`config.mk`:
```
export PLATFORM = sky130hd
export DESIGN_NAME = bms_boot_steer
export DESIGN_NICKNAME = d
export VERILOG_FILES = /design/src/shared/bms_pkg.sv /design/src/logic/bms_boot_steer.sv
export SDC_FILE = /design/constraint.sdc
export NUM_CORES = 1
export LEC_CHECK = 0
export ABC_AREA = 0
export BUFFER_PORTS_ARGS = -buffer_cell sky130_fd_sc_hd__buf_2
export CAP_MARGIN = 20
export CORE_MARGIN = 2
export CORE_UTILIZATION = 38
export DETAILED_ROUTE_END_ITERATION = 10
export MAX_ROUTING_LAYER = met4
export PLACE_DENSITY = 0.85
export SETUP_SLACK_MARGIN = 0.3
export SKIP_LAST_GASP = 1
export SLEW_MARGIN = 20
export SYNTH_ARGS = -nofsm -noshare
export SYNTH_HDL_FRONTEND = slang
export SYNTH_SLANG_ARGS = --single-unit
export TNS_END_PERCENT = 100
```
`constraint.sdc`:
```
create_clock -name clk_sys_i -period 2.5 [get_ports clk_sys_i]
set_input_delay 0 -clock clk_sys_i [delete_from_list [all_inputs] [get_ports clk_sys_i]]
set_output_delay 0 -clock clk_sys_i [all_outputs]
set_load 0.05 [all_outputs]
```
`src/shared/bms_pkg.sv`:
```
// Package for the boot mode access steering block: modes, targets, window layout.
// Assumes a single 25 MHz system clock domain and no software-visible registers.
package bms_pkg;

    // ------------------------------------------------------------
    // Boot modes and host access targets
    // ------------------------------------------------------------
    typedef enum logic [1:0] {
        BMS_MODE_EXT_MEM,
        BMS_MODE_SERIAL_FLASH,
        BMS_MODE_EXT_HOST,
        BMS_MODE_IRAM_DEBUG
    } bms_mode_t;

    localparam logic [1:0] BMS_SEL_EXT_MEM = 2'h0;
    localparam logic [1:0] BMS_SEL_SERIAL_FLASH = 2'h1;
    localparam logic [1:0] BMS_SEL_EXT_HOST = 2'h2;
    localparam logic [1:0] BMS_SEL_IRAM_DEBUG = 2'h3;

    typedef enum logic [1:0] {
        BMS_BOOT_CS0_MEM,
        BMS_BOOT_SERIAL_FLASH,
        BMS_BOOT_IRAM
    } bms_boot_src_t;

    // ------------------------------------------------------------
    // Mirror window layout
    // ------------------------------------------------------------
    localparam int BMS_ADDR_W = 20;
    localparam int BMS_DATA_W = 32;
    localparam int BMS_WINDOW_KBYTES = 768;
    localparam logic [BMS_ADDR_W-1:0] BMS_WINDOW_BYTES = 20'hc0000;

    typedef struct packed {
        logic valid;
        logic write;
        logic [BMS_ADDR_W-1:0] addr;
        logic [BMS_DATA_W-1:0] wdata;
    } bms_req_t;

    typedef struct packed {
        logic boot_cs0;
        logic boot_flash;
        logic boot_iram;
        logic host_if_en;
        logic debug_only;
    } bms_status_t;

endpackage

```
`src/logic/bms_boot_steer.sv`:
```
// Boot mode latch and host mirror window steering.
// Assumes boot-select pins are synchronous to clk_sys_i and stable around reset release.
// Assumes the host and the instruction RAM share the one system clock.
`timescale 1ns/1ns
`default_nettype none

// Notes on behaviour
// - Pins 00 ext memory, 01 serial flash, 10 ext host, 11 IRAM debug.
// - External memory boot disables the host interface entirely.
// - Serial flash boot: host window accesses hit reserved space and are refused.
// - External host boot: boot from IRAM, host window steered to IRAM.
// - IRAM boot: host window steered to IRAM, debug use only.
// - A 768 Kbyte mirror window whose target depends on boot mode.
// - External memory boot fetches from memory on chip select zero.
module bms_boot_steer (
    // Clock, reset and enable
    input wire logic clk_sys_i,
    input wire logic resetn_i,
    input wire logic clk_en_i,
    // Boot-select pins
    input wire logic boot_select_high_i,
    input wire logic boot_select_low_i,
    // Host mirror window request
    input wire bms_pkg::bms_req_t host_req_i,
    output logic host_ready_o,
    output logic host_err_o,
    output logic [bms_pkg::BMS_DATA_W-1:0] host_rdata_o,
    // Instruction RAM port
    output logic iram_req_o,
    output logic iram_write_o,
    output logic [bms_pkg::BMS_ADDR_W-1:0] iram_addr_o,
    output logic [bms_pkg::BMS_DATA_W-1:0] iram_wdata_o,
    input wire logic [bms_pkg::BMS_DATA_W-1:0] iram_rdata_i,
    // Boot control
    output bms_pkg::bms_boot_src_t boot_src_o,
    output logic ext_bus_chip_select_zero_boot_o,
    output bms_pkg::bms_status_t status_o,
    output logic mode_valid_o
);
    import bms_pkg::*;

    // ------------------------------------------------------------
    // Clock enable
    // ------------------------------------------------------------
    // Every register below advances only on an enabled edge, so a low
    // enable freezes the block, a capture still to come included.
    logic step_w;

    assign step_w = clk_en_i;

    // ------------------------------------------------------------
    // Mode capture
    // ------------------------------------------------------------
    // The first enabled edge after reset release captures the pins; later
    // pin changes are ignored until the next reset.
    bms_mode_t mode_r;
    bms_mode_t mode_nxt;
    logic latched_r;
    logic latched_nxt;
    logic capture_w;
    logic [1:0] pins_w;
    bms_mode_t mode_dec_w;

    assign pins_w = {boot_select_high_i, boot_select_low_i};
    assign mode_dec_w = (pins_w == BMS_SEL_EXT_MEM) ? BMS_MODE_EXT_MEM :
                        (pins_w == BMS_SEL_SERIAL_FLASH) ? BMS_MODE_SERIAL_FLASH :
                        (pins_w == BMS_SEL_EXT_HOST) ? BMS_MODE_EXT_HOST :
                        BMS_MODE_IRAM_DEBUG;
    assign capture_w = step_w && !latched_r;
    assign mode_nxt = capture_w ? mode_dec_w : mode_r;
    assign latched_nxt = latched_r || capture_w;

    // ------------------------------------------------------------
    // Mode register
    // ------------------------------------------------------------
    // The captured flag, with any mode but external memory, opens the host side; it never falls before the next reset.
    always_ff @(posedge clk_sys_i or negedge resetn_i) begin
        if (!resetn_i) begin
            mode_r <= BMS_MODE_EXT_MEM;
        end else begin
            mode_r <= mode_nxt;
        end
    end

    always_ff @(posedge clk_sys_i or negedge resetn_i) begin
        if (!resetn_i) begin
            latched_r <= '0;
        end else begin
            latched_r <= latched_nxt;
        end
    end

    // ------------------------------------------------------------
    // Mode decode
    // ------------------------------------------------------------
    // Every flag waits for the capture, so the host side stays shut
    // through reset and until the pins have been taken.
    logic is_ext_mem_w;
    logic is_flash_w;
    logic is_host_w;
    logic is_debug_w;
    logic host_en_w;
    logic to_iram_w;
    logic in_window_w;
    logic take_w;

    assign is_ext_mem_w = latched_r && (mode_r == BMS_MODE_EXT_MEM);
    assign is_flash_w = latched_r && (mode_r == BMS_MODE_SERIAL_FLASH);
    assign is_host_w = latched_r && (mode_r == BMS_MODE_EXT_HOST);
    assign is_debug_w = latched_r && (mode_r == BMS_MODE_IRAM_DEBUG);
    assign host_en_w = is_flash_w || is_host_w || is_debug_w;
    assign to_iram_w = is_host_w || is_debug_w;
    // Addresses at or above the window top are refused rather than wrapped,
    // so the host never reaches one RAM word through two addresses.
    assign in_window_w = host_req_i.addr < BMS_WINDOW_BYTES;
    // Requests seen while frozen are neither granted nor refused; the host
    // keeps them up until an answer arrives.
    assign take_w = step_w && host_req_i.valid && host_en_w;

    // ------------------------------------------------------------
    // Boot control outputs
    // ------------------------------------------------------------
    // The reset value of the mode register points the CPU at chip select
    // zero until the pins have been captured.
    assign boot_src_o = (mode_r == BMS_MODE_SERIAL_FLASH) ? BMS_BOOT_SERIAL_FLASH :
                        (mode_r == BMS_MODE_EXT_HOST) ? BMS_BOOT_IRAM :
                        (mode_r == BMS_MODE_IRAM_DEBUG) ? BMS_BOOT_IRAM :
                        BMS_BOOT_CS0_MEM;
    assign ext_bus_chip_select_zero_boot_o = is_ext_mem_w;
    assign mode_valid_o = latched_r;
    // Status repeats the decode for whoever reports the boot path.
    assign status_o = '{
        boot_cs0: is_ext_mem_w,
        boot_flash: is_flash_w,
        boot_iram: to_iram_w,
        host_if_en: host_en_w,
        debug_only: is_debug_w
    };

    // ------------------------------------------------------------
    // Host access steering
    // ------------------------------------------------------------
    // Accepted requests go to IRAM combinationally; ready or error comes one
    // enabled cycle later, and read data from IRAM one enabled cycle after that.
    logic grant_w;
    logic refuse_w;

    // Serial flash boot refuses every window access, because the window
    // maps onto reserved space in that mode.
    assign grant_w = take_w && to_iram_w && in_window_w;
    assign refuse_w = take_w && !grant_w;

    // ------------------------------------------------------------
    // IRAM port
    // ------------------------------------------------------------
    assign iram_req_o = grant_w;
    assign iram_write_o = grant_w && host_req_i.write;
    assign iram_addr_o = grant_w ? host_req_i.addr : '0;
    assign iram_wdata_o = grant_w ? host_req_i.wdata : '0;

    // ------------------------------------------------------------
    // Answer registers
    // ------------------------------------------------------------
    // A frozen cycle holds every answer as it stands. Read data is taken
    // one enabled edge after the grant, when the RAM has answered.
    logic ready_r;
    logic ready_nxt;
    logic err_r;
    logic err_nxt;
    logic rd_r;
    logic rd_nxt;
    logic [BMS_DATA_W-1:0] rdata_r;
    logic [BMS_DATA_W-1:0] rdata_nxt;

    assign ready_nxt = step_w ? (grant_w || refuse_w) : ready_r;
    assign err_nxt = step_w ? refuse_w : err_r;
    assign rd_nxt = step_w ? (grant_w && !host_req_i.write) : rd_r;
    assign rdata_nxt = !step_w ? rdata_r : (rd_r ? iram_rdata_i : '0);

    always_ff @(posedge clk_sys_i or negedge resetn_i) begin
        if (!resetn_i) begin
            ready_r <= '0;
        end else begin
            ready_r <= ready_nxt;
        end
    end

    always_ff @(posedge clk_sys_i or negedge resetn_i) begin
        if (!resetn_i) begin
            err_r <= '0;
        end else begin
            err_r <= err_nxt;
        end
    end

    always_ff @(posedge clk_sys_i or negedge resetn_i) begin
        if (!resetn_i) begin
            rd_r <= '0;
        end else begin
            rd_r <= rd_nxt;
        end
    end

    always_ff @(posedge clk_sys_i or negedge resetn_i) begin
        if (!resetn_i) begin
            rdata_r <= '0;
        end else begin
            rdata_r <= rdata_nxt;
        end
    end

    // ------------------------------------------------------------
    // Host answer outputs
    // ------------------------------------------------------------
    // The answer flags come straight from flip-flops, so the host sees clean pulses.
    assign host_ready_o = ready_r;
    assign host_err_o = err_r;
    assign host_rdata_o = rdata_r;

endmodule

`default_nettype wire

```
## Yosys cells after proc, flatten, opt, wreduce, memory -nomap -nowiden

Cells that the tools add are included.

- Order comparisons: 1
- Equality and inequality tests: 5
- Muxes and demuxes: 9
- Reductions and logical operators: 22

Operators with widths:

| kind | count |
|---|---|
| two-way mux 32 bit | 2 |
| less-than comparator 20 bit, second input constant | 1 |
| two-way mux 20 bit | 1 |
| logical AND 1 bit | 12 |
| two-way mux 2 bit | 5 |
| equality test 2 bit, second input constant | 3 |
| logical OR 1 bit | 5 |
| equality test 2 x 1 -> 1 bit, second input constant | 2 |
| logical NOT 2 bit | 2 |
| logical NOT 1 bit | 3 |
| two-way mux 1 bit | 1 |

- Flip-flop bits (word level): 38
- Output and inout bits: 97
- Word-level logic and storage cells: 43

## Longest topological paths before layout

Gate-level depths: netlist (run 1).

- Word-level depth: 10
- Depth in mapped cells: 5
- Gate-level depth less buffers: 3

## Worst setup path before layout (run 1)

Ideal clock, no wire load.

- Path type: register to output
- From: reg latched_r, in the netlist mode_valid_o
- To: out status_o[4] (netlist bit)
- Data arrival time: 2.377 ns
- Data required time: 2.500 ns
- Slack: 0.123 ns
- Cell stages (with the launch flop): 3
- Buffers on the path: 1
- Cells stage by stage: dfrtp_1 nor3b_1 buf_4

- Word-level cells in the longest chain between the ends: 1

RTL lines:

| element | RTL line | source |
|---|---|---|
| start: declaration | bms_boot_steer.sv:58 | `logic latched_r;` |
| start signal: assignment | bms_boot_steer.sv:89 | `latched_r <= latched_nxt;` |
| logical AND 1 bit | bms_boot_steer.sv:107 | `assign is_ext_mem_w = latched_r && (mode_r == BMS_MODE_EXT_MEM);` |
| end: declaration | bms_boot_steer.sv:37 | `output bms_pkg::bms_status_t status_o,` |

Every way passes these cells.

## Worst setup path after layout (run 1)

- From: reg latched_r, in the netlist mode_valid_o
- To: out iram_wdata_o[4] (netlist bit)

- Word-level cells in the longest chain between the ends: 7

RTL lines:

| element | RTL line | source |
|---|---|---|
| logical AND 1 bit, on equally long branches | bms_boot_steer.sv:108, bms_boot_steer.sv:109 |  |
| logical OR 1 bit (2 in a row) | bms_boot_steer.sv:111 | `assign host_en_w = is_flash_w \|\| is_host_w \|\| is_debug_w;` |
| logical AND 1 bit | bms_boot_steer.sv:118 | `assign take_w = step_w && host_req_i.valid && host_en_w;` |
| logical AND 1 bit * (2 in a row) | bms_boot_steer.sv:150 | `assign grant_w = take_w && to_iram_w && in_window_w;` |
| two-way mux 32 bit * | bms_boot_steer.sv:159 | `assign iram_wdata_o = grant_w ? host_req_i.wdata : '0;` |
| end: declaration | bms_boot_steer.sv:32 | `output logic [bms_pkg::BMS_DATA_W-1:0] iram_wdata_o,` |

Mark *: on every way between the ends. The rest lies on a longest branch, timed or not.

==> results_dict.tcl, run 1 <==
set metrics [dict create \
    synthTopCellsByCount "55 x and2_1, 38 x dfrtp_1, 22 x a22o_1" \
    place_area_sq_um 2810 \
    multi_input_area_sq_um 769 \
    core_area_sq_um 4720 \
    synth_top_area_share_pct 50.9 \
    yosysMostFrequentCell "and2_1" \
    r2r_start "rd_r$_DFFE_PN0P_" \
    synthArstFlopShare_pct 100 \
    dieArea_sq_um 5500 \
    cp_cell_sequence "o2111ai_2, a211oi_4, buf_4, and2_1, buf_2" \
    setup_viol 0 \
    powerDensity_nw_per_um2 487 \
    clkTransAtPathRegs_ps 60 \
    max_freq_mhz 493 \
    post_cts_buffers 0 \
    hp-class "in -> reg" \
    port-buffer-count 187 \
    crit_fanout 55 \
    ys_warn_count 0 \
    final_cells 465 \
    grt_pass1_wl_mm 9.11 \
    skew_ps 8.99 \
    antenna_found_initial 0 \
    cts.repair.resized 0 \
    max_slew.worst_pin.slew_ps 815 \
    area_delta_synth_final_pct 75.7 \
    start_kind "flop" \
    post-dp-hpwl_mm 4.34 \
    design_power_total_mw 1.60 \
    yosys.area.top_type "dfrtp_1" \
    min_from "clk_en_i" \
    slew_headroom_pct 45.7 \
    drc 0 \
    synthesis.nets 276 \
    grt_util_all_layers_pct 22.7 \
    status "finished, violations left" \
    avgSynthCellArea_sq_um 10.1 \
    wl_mm 6.37 \
    grt_setup_unrepaired "false" \
    vias 2083 \
    synthCells 185 \
    grt_pass1_vias 1918 \
    htree_levels 2 \
    syn-cell-area_sq_um 1870 \
    gp_congestion 0.769 \
    synth_edf_count 0 \
    die_h_um 74.1 \
    grt_overflow 0 \
    clock_sinks 38 \
    clock_path_buffers 2 \
    cp_slowest_cell "dfrtp_1" \
    crit_type "reg -> out" \
    fin_ws_ps 473 \
    finalHoldViolCount 1 \
    cts_made_buffers 5 \
    register_area_sq_um 951 \
    start_util_pct 39.6 \
    finalSetupTns_ps 0 \
    worst_hold_slack_ps -7.16 \
    fp.dieW_um 74.1 \
    synth.area.top_cells "dfrtp_1 51%, and2_1 18%, a22o_1 10%" \
    yosysUniqueCellTypes 23 \
    root_buffer "clkbuf_8" \
    cap_violations 0 \
    drive_gt1_share_pct 50.8 \
    cts_hold_buf 36 \
    grt_max_degree 56 \
    ys_seq_elements 38 \
    synth-main-ff-cell "dfrtp_1" \
    finalNetCount 489 \
    place_ws_ps 783 \
    design_area_sq_um 3280 \
    finalMaxSlewViolations 0 \
    via_per_inst 4.48 \
    power.leakage_nw 1.94 \
    cp_top_family "buffers and inverters" \
    max_stage_delay_ps 490 \
    tritoncts "yes" \
    fin_crit_sh_pct 81.1 \
    io_pins 188 \
    worst-path-buf-inv 2 \
    first_pass_iters 4 \
    endpoint_kind "primary output" \
    dp.cells 422 \
    startpoint "mode_valid_o$_DFF_PN0_" \
    detailedRoute.firstIterationViolations 81 \
    diodes 0 \
    n_fill_cell 369 \
    cp.arrival_ps 2030 \
    drtAntennaViolNets 0 \
    required_ps 2500 \
    finalCriticalPeriod_ps 2030 \
    fin_util_pct 69.5 \
    clock_latency_ps 290 \
    yosysSeqAreaShare_pct 50.9 \
    violations "negative hold slack" \
    vdd_ir_drop_max_v 0.000329 \
    placementRows 25 \
    wl_per_cell_um 13.7 \
]
-- flip-flops by register name (all words and copies together) (netlist names) --
signal	cells
host_err_o	1
rd_r	1
mode_r	2
host_rdata_o	32
mode_valid_o	1
host_ready_o	1
-- power breakdown --
group,internal [mW],switching (mW)
Combinational,0.150,0.275
Clock,0.319,0.201
Sequential,0.635,0.0194
-- routing by layer --
metal	global-route usage [%]	part of all wire, %	up-vias
li1	-	-	1027
met1	28.4	41	949
met2	37.8	51	101
met3	5.42	7.2	6
met4	4.44	0.75	0
met5	-	0	-
-- worst register-to-register path, delay by kind of cell (launching register included) --
family | cells | cell delay [ps]
flops | 1 | 610
compound gates | 1 | 260
simple gates | 1 | 690
-- cell usage in the layout, fill, tap and decap left out --
master / count
a211oi_4: 1
a21oi_1: 1
a22o_1: 22
and2_1: 55
and3_1: 1
buf_2: 187
buf_4: 2
bufinv_16: 1
clkbuf_8: 6
dfrtp_1: 38
dlygate4sd3_1: 36
inv_1: 15
mux2_2: 2
nand2_1: 1
nand3_1: 11
nor2_1: 1
nor2b_1: 1
nor3b_2: 1
o2111ai_2: 1
o21a_1: 1
o21ai_0: 12
o2bb2ai_1: 1
or2_2: 1
-- final timing paths --
path	end	slack [ps]	depth (start not counted)
max in group asynchronous	mode_r[1]$_DFFE_PN0P_	1630	2
min in group asynchronous	host_rdata_o[7]$_DFFE_PN0P_	340	2
min reg2reg	host_err_o$_DFFE_PN0P_	500	1
max reg2reg	host_rdata_o[22]$_DFFE_PN0P_	880	2
max	iram_wdata_o[4]	470	5
min	host_ready_o$_DFFE_PN0P_	-7	2
-- cell families (layout without fill, tap and decap cells) --
| family | count (synthesis) | count (layout) | synth area share [%] |
|---|---|---|---|
| buffers and inverters | 34 | 247 | 8.23 |
| and+or+nand+nor | 72 | 72 | 23.2 |
| DFF | 38 | 38 | 50.9 |
| AOI/OAI and AO/OA | 39 | 39 | 16.5 |
| muxes | 2 | 2 | 1.20 |
-- area by class of cell --
class                   count  share of cell area, %
clock buffers               6                   2.51
clock inverters             1                  0.914
inverters                  15                   1.71
multi-input cells         113                   23.4
flip-flops and latches     38                   29.0
well taps                  67                   2.55
repair buffers            225                   39.9
Note: power is estimated with default switching activity, not from simulation.
==> run 2, diff against run 1 <==
CORE_UTILIZATION = 36   (was 38)
PLACE_DENSITY = 0.81   (was 0.85)
clock period = 1.97 ns   (was 2.5 ns; I/O delays follow)
==> run 2 against run 1 <==
Against the previous run:
- the flow now finishes without violations
- global-route usage rose by 6.4 points
- clock-buffer cell count is 1 lower
- via count increased by 16%
==> results_dict.tcl, run 2 (same netlist as run 1, synthesis figures left out) <==
set metrics [dict create \
    status "finished, final reports clean" \
    crit_fanout 13 \
    min_to "rd_r$_DFFE_PN0P_" \
    area_delta_synth_final_pct 125 \
    clock_latency_ps 290 \
    die_h_um 76.1 \
    finalCriticalPeriod_ps 1840 \
    drive_gt1_share_pct 67.1 \
    placementRows 26 \
    register_area_sq_um 955 \
    post-dp-hpwl_mm 4.33 \
    detailedRoute.firstIterationViolations 105 \
    cp_cell_sequence "buf_12, nand2_8, a211oi_4, buf_6, clkbuf_16, and2_2, buf_8" \
    grt_pass1_vias 2476 \
    io_pins 188 \
    cts_made_buffers 5 \
    first_pass_iters 7 \
    grt_overflow 0 \
    layout_common_cells "133 x buf_2, 45 x buf_8, 40 x and2_4, 35 x dlygate4sd3_1, 35 x dfrtp_1" \
    fp.dieW_um 76.1 \
    r2r_start "mode_r[1]$_DFFE_PN0P_" \
    finalMaxSlewViolations 0 \
    cap_violations 0 \
    fin_util_pct 82.7 \
    multi_input_area_sq_um 913 \
    wl_per_cell_um 19.0 \
    vdd_ir_drop_max_v 0.000539 \
    skew_ps 5.56 \
    grt_setup_unrepaired "true" \
    grt_use_met2_pct 51.1 \
    root_buffer "clkbuf_8" \
    largest_reg_flops 32 \
    core_area_sq_um 5070 \
    clock_path_buffers 2 \
    cp_slowest_cell "dfrtp_2" \
    max_stage_delay_ps 430 \
    clkTransAtPathRegs_ps 70 \
    met1_usage_pct 31.3 \
    gp_congestion 0.775 \
    finalSetupTns_ps 0 \
    hp-class "in -> reg" \
    n_fill_cell 281 \
    fin_crit_sh_pct 93.5 \
    max_slew.worst_pin.slew_ps 826 \
    powerDensity_nw_per_um2 516 \
    antenna_found_initial 0 \
    finalHoldViolCount 0 \
    start_kind "flop" \
    grt_use_met3_pct 7.23 \
    cp.arrival_ps 1840 \
    dieArea_sq_um 5790 \
    tritoncts "yes" \
    top_usage_layer "met2" \
    layout_commonest_cell "buf_2" \
    grt_util_all_layers_pct 29.1 \
    grt_max_degree 39 \
    drtAntennaViolNets 0 \
    slew_headroom_pct 44.9 \
    max_freq_mhz 543 \
    vias 2406 \
    diodes 0 \
    required_ps 1970 \
    finalNetCount 509 \
    power.leakage_nw 2.22 \
    design_power_total_mw 2.17 \
    hold-path-cell-count 3 \
    reg2reg_to "rd_r$_DFFE_PN0P_" \
    via_per_inst 4.92 \
    min_from "host_req_i[52]" \
    worst_hold_slack_ps 34.5 \
    ff2ff_path_depth 6 \
    crit_type "reg -> out" \
    setup_viol 0 \
    grt_pass1_wl_mm 12.7 \
    wl_mm 9.30 \
    ff2ff_setup_slack_ps 520 \
    htree_levels 2 \
    drc 0 \
    port-buffer-count 187 \
    clock_sinks 38 \
    endpoint_kind "primary output" \
    start_util_pct 36.8 \
]
run 2: changes by cell type in the layout (fill, tap and decap cells not counted), moves of 2 or more:
| cell | change |
|---|---|
| dfrtp_2 | +3 |
| dfrtp_1 | -3 |
| buf_12 | +2 |
| buf_8 | +45 |
| buf_2 | -54 |
| clkbuf_16 | +3 |
| and2_1 | -53 |
| buf_6 | +13 |
| clkinv_2 | +2 |
| buf_4 | +11 |
| and2_2 | +13 |
| and2_4 | +40 |
run 2: worst max-delay path by stage:
stage                                 from              end  slack (ps)
CTS                 mode_valid_o$_DFF_PN0_  iram_addr_o[11]         200
global route        mode_valid_o$_DFF_PN0_   iram_addr_o[5]          60
detailed placement   mode_r[1]$_DFFE_PN0P_  iram_wdata_o[1]         330
floorplan           mode_valid_o$_DFF_PN0_      status_o[4]         330
global placement     mode_r[1]$_DFFE_PN0P_  iram_wdata_o[1]         400
finish              mode_valid_o$_DFF_PN0_   iram_addr_o[1]         130
run 2: through the flow:
step / instances / instance area [sq um] / setup slack (ps)
after global placement: 427 / 2920 / 402
final: 489 / 4200 / 128
after floorplan: 185 / 1950 / 326
after detailed placement: 427 / 2920 / 328
after CTS: 481 / 3890 / 196
after global routing: 489 / 4200 / 63.2
run 2: power by group:
group          internal [mW]  total (mW)  switching, mW
clock                  0.372       0.638          0.265
combinational          0.288       0.702          0.414
sequential             0.807       0.828         0.0209
run 2: layer usage:
layer	share of wire, %	vias to the layer above
li1	-	1073
met4	4.7	0
met3	6.2	34
met1	36	1166
met5	0	-
met2	53	133
run 2: cell type report:
cell class	count	area share [%]
Inverter	15	1.34
Multi-Input combinational cell	113	21.8
Clock buffer	5	1.64
Sequential cell	38	22.7
Clock inverter	3	0.954
Tap cell	70	2.09
Timing Repair Buffer	245	49.5
run 2: timing repair:
action,4_1_cts,5_1_grt
hold buffers,35,0
cloned,1,4
pin swaps,2,15
endpoints found under the hold margin,72,0
resized for setup,126,68
setup endpoints to repair,54,54
buffers inserted,10,4
run 2: critical path, delay by kind of cell, from the launching register on:
| family | cells | cell delay, ps |
|---|---|---|
| compound gates | 1 | 290 |
| buf+inv | 4 | 610 |
| flops | 1 | 430 |
| simple gates | 2 | 230 |
==> run 3, diff against run 2 <==
BUFFER_PORTS_ARGS = default   (was -buffer_cell sky130_fd_sc_hd__buf_2)
CORE_AREA = 2 2 72 74   (was default)
CORE_MARGIN = default   (was 2)
CORE_UTILIZATION = default   (was 36)
DIE_AREA = 0 0 74 76   (was default)
DONT_BUFFER_PORTS = 1   (was default)
PLACE_DENSITY = default   (was 0.81)
==> run 3 against run 2 <==
Against the previous run:
- core utilization fell by 24 points
- clock power fell by 15%
- total power fell by 14%
- hold slack improved by 140 ps
- cell area fell by 31%
- register-to-register slack got worse by 90 ps
- combinational power fell by 40%
- via count fell by 34%
- sequential cell count did not move
- critical endpoint is now iram_addr_o[19]
==> results_dict.tcl, run 3 (same netlist as run 1, synthesis figures left out) <==
set metrics [dict create \
    antenna_found_initial 0 \
    finalHoldViolCount 0 \
    register_area_sq_um 956 \
    skew_ps 5.97 \
    cap_violations 0 \
    grt_pass1_wl_mm 8.46 \
    diodes 0 \
    dieArea_sq_um 5620 \
    powerDensity_nw_per_um2 643 \
    core_area_sq_um 4910 \
    clkPwrFrac_pct 29.0 \
    grt_overflow 0 \
    clock_sinks 38 \
    port-buffer-count 0 \
    worst-path-buf-inv 3 \
    grt_pass1_vias 1643 \
    start_util_pct 38.1 \
    post-dp-hpwl_mm 3.62 \
    finalSetupTns_ps 0 \
    endpoint_kind "primary output" \
    crit_type "reg -> out" \
    root_buffer "clkbuf_8" \
    ff2ff_setup_slack_ps 430 \
    clkTransAtPathRegs_ps 80 \
    tritoncts "yes" \
    swShare_pct 32.9 \
    first_pass_iters 4 \
    layout_common_cells "50 x and2_4, 42 x dlygate4sd3_1, 34 x dfrtp_1, 22 x a22o_1, 15 x inv_1" \
    cp.arrival_ps 1690 \
    clock_path_buffers 2 \
    cp_top_family "buffers and inverters" \
    multi_input_area_sq_um 918 \
    r2r_start "host_rdata_o[6]$_DFFE_PN0P_" \
    gp_congestion 0.765 \
    placementRows 26 \
    vias 1591 \
    combPwrFrac_pct 22.5 \
    largest_reg_flops 32 \
    cp_cell_sequence "o2111ai_4, a211oi_4, buf_6, clkbuf_16, and2_4, buf_12" \
    via_per_inst 5.12 \
    vdd_ir_drop_max_v 0.000478 \
    start_kind "flop" \
    setup_viol 0 \
    crit_fanout 14 \
    max_stage_delay_ps 430 \
    status "finished, final reports clean" \
    required_ps 1970 \
    grt_util_all_layers_pct 20.3 \
    detailedRoute.firstIterationViolations 79 \
    finalNetCount 331 \
    drc 0 \
    power.leakage_nw 1.34 \
    grt_max_degree 39 \
    finalCriticalPeriod_ps 1690 \
    wl_mm 5.93 \
    slew_headroom_pct 66.1 \
    reg2reg_to "host_rdata_o[6]$_DFFE_PN0P_" \
    switching_power_mw 0.616 \
    clock_latency_ps 280 \
    ff2ff_path_depth 3 \
    grt_setup_unrepaired "true" \
    area_delta_synth_final_pct 55.6 \
    max_slew.worst_pin.slew_ps 509 \
    n_fill_cell 385 \
    cts_made_buffers 5 \
    finalMaxSlewViolations 0 \
    die_h_um 76 \
    layout_commonest_cell "and2_4" \
    fp.dieW_um 74 \
    cp_slowest_cell "dfrtp_2" \
    drive_gt1_share_pct 40.2 \
    wl_per_cell_um 19.1 \
    hp-class "in -> async" \
    htree_levels 2 \
    fin_crit_sh_pct 86.0 \
    power_frac_seq_pct 48.5 \
    intPower_mw 1.26 \
    drtAntennaViolNets 0 \
    max_freq_mhz 590 \
    design_area_sq_um 2910 \
    place_area_sq_um 2180 \
    io_pins 188 \
]
run 3: changes by cell type in the layout (fill, tap and decap cells not counted), sizes merged:
| cell | change |
|---|---|
| clkinvlp | +1 |
| bufinv | -1 |
| dlygate4sd3 | +7 |
| clkinv | -1 |
| buf | -184 |
run 3: through the flow:
step	cells	total power, mW	util [%]	hold slack, ps	setup WS (ps)
5_1_grt	311	1.97	59.2	177	187
6_report	311	1.87	59.2	176	275
3_5_place_dp	252	1.22	44.3	-295	426
3_3_place_gp	252	1.21	44.3	-295	496
2_1_floorplan	185	1.18	-	-296	326
4_1_cts	309	1.87	57.5	159	240
run 3: worst max-delay path by stage:
stage	from	to	slack (ps)	cells past startpoint
floorplan	mode_valid_o$_DFF_PN0_	status_o[4]	330	2
global placement	mode_r[1]$_DFFE_PN0P_	iram_wdata_o[0]	500	4
detailed placement	mode_r[1]$_DFFE_PN0P_	iram_wdata_o[0]	430	4
CTS	mode_r[1]$_DFFE_PN0P_	iram_wdata_o[3]	240	6
global route	mode_r[1]$_DFFE_PN0P_	iram_addr_o[19]	190	6
finish	mode_valid_o$_DFF_PN0_	iram_addr_o[19]	280	6
run 3: final cells by class:
cell class | instances | share of cell area [%]
Sequential cell | 38 | 32.9
Multi-Input combinational cell | 113 | 31.6
Timing Repair Buffer | 67 | 27.4
Tap cell | 70 | 3.01
Clock buffer | 6 | 2.84
Inverter | 15 | 1.94
Clock inverter | 2 | 0.430
run 3: power groups by stage:
stage / Clock, mW / Combinational, mW / Sequential (mW)
detailed placement: 0 / 0.290 / 0.927
floorplan: 0 / 0.263 / 0.914
finish: 0.542 / 0.421 / 0.908
global placement: 0 / 0.285 / 0.924
CTS: 0.557 / 0.406 / 0.907
global route: 0.614 / 0.444 / 0.911
run 3: repair_timing:
action                     CTS  global route
hold endpoints to repair    76             0
pin swaps                    3            42
setup endpoints to repair   54            55
buffers inserted             5             0
resized for setup           26            23
cloned                       1             2
hold buffers                43             0
run 3: routing by layer:
metal  vias to the layer above  GRT usage, %  routed length (um)
met1                       779          23.5                2350
met5                         -             -                   0
met2                        88          33.1                3020
met3                        12          6.35                 464
li1                        712             -                   -
met4                         0          6.73                  93
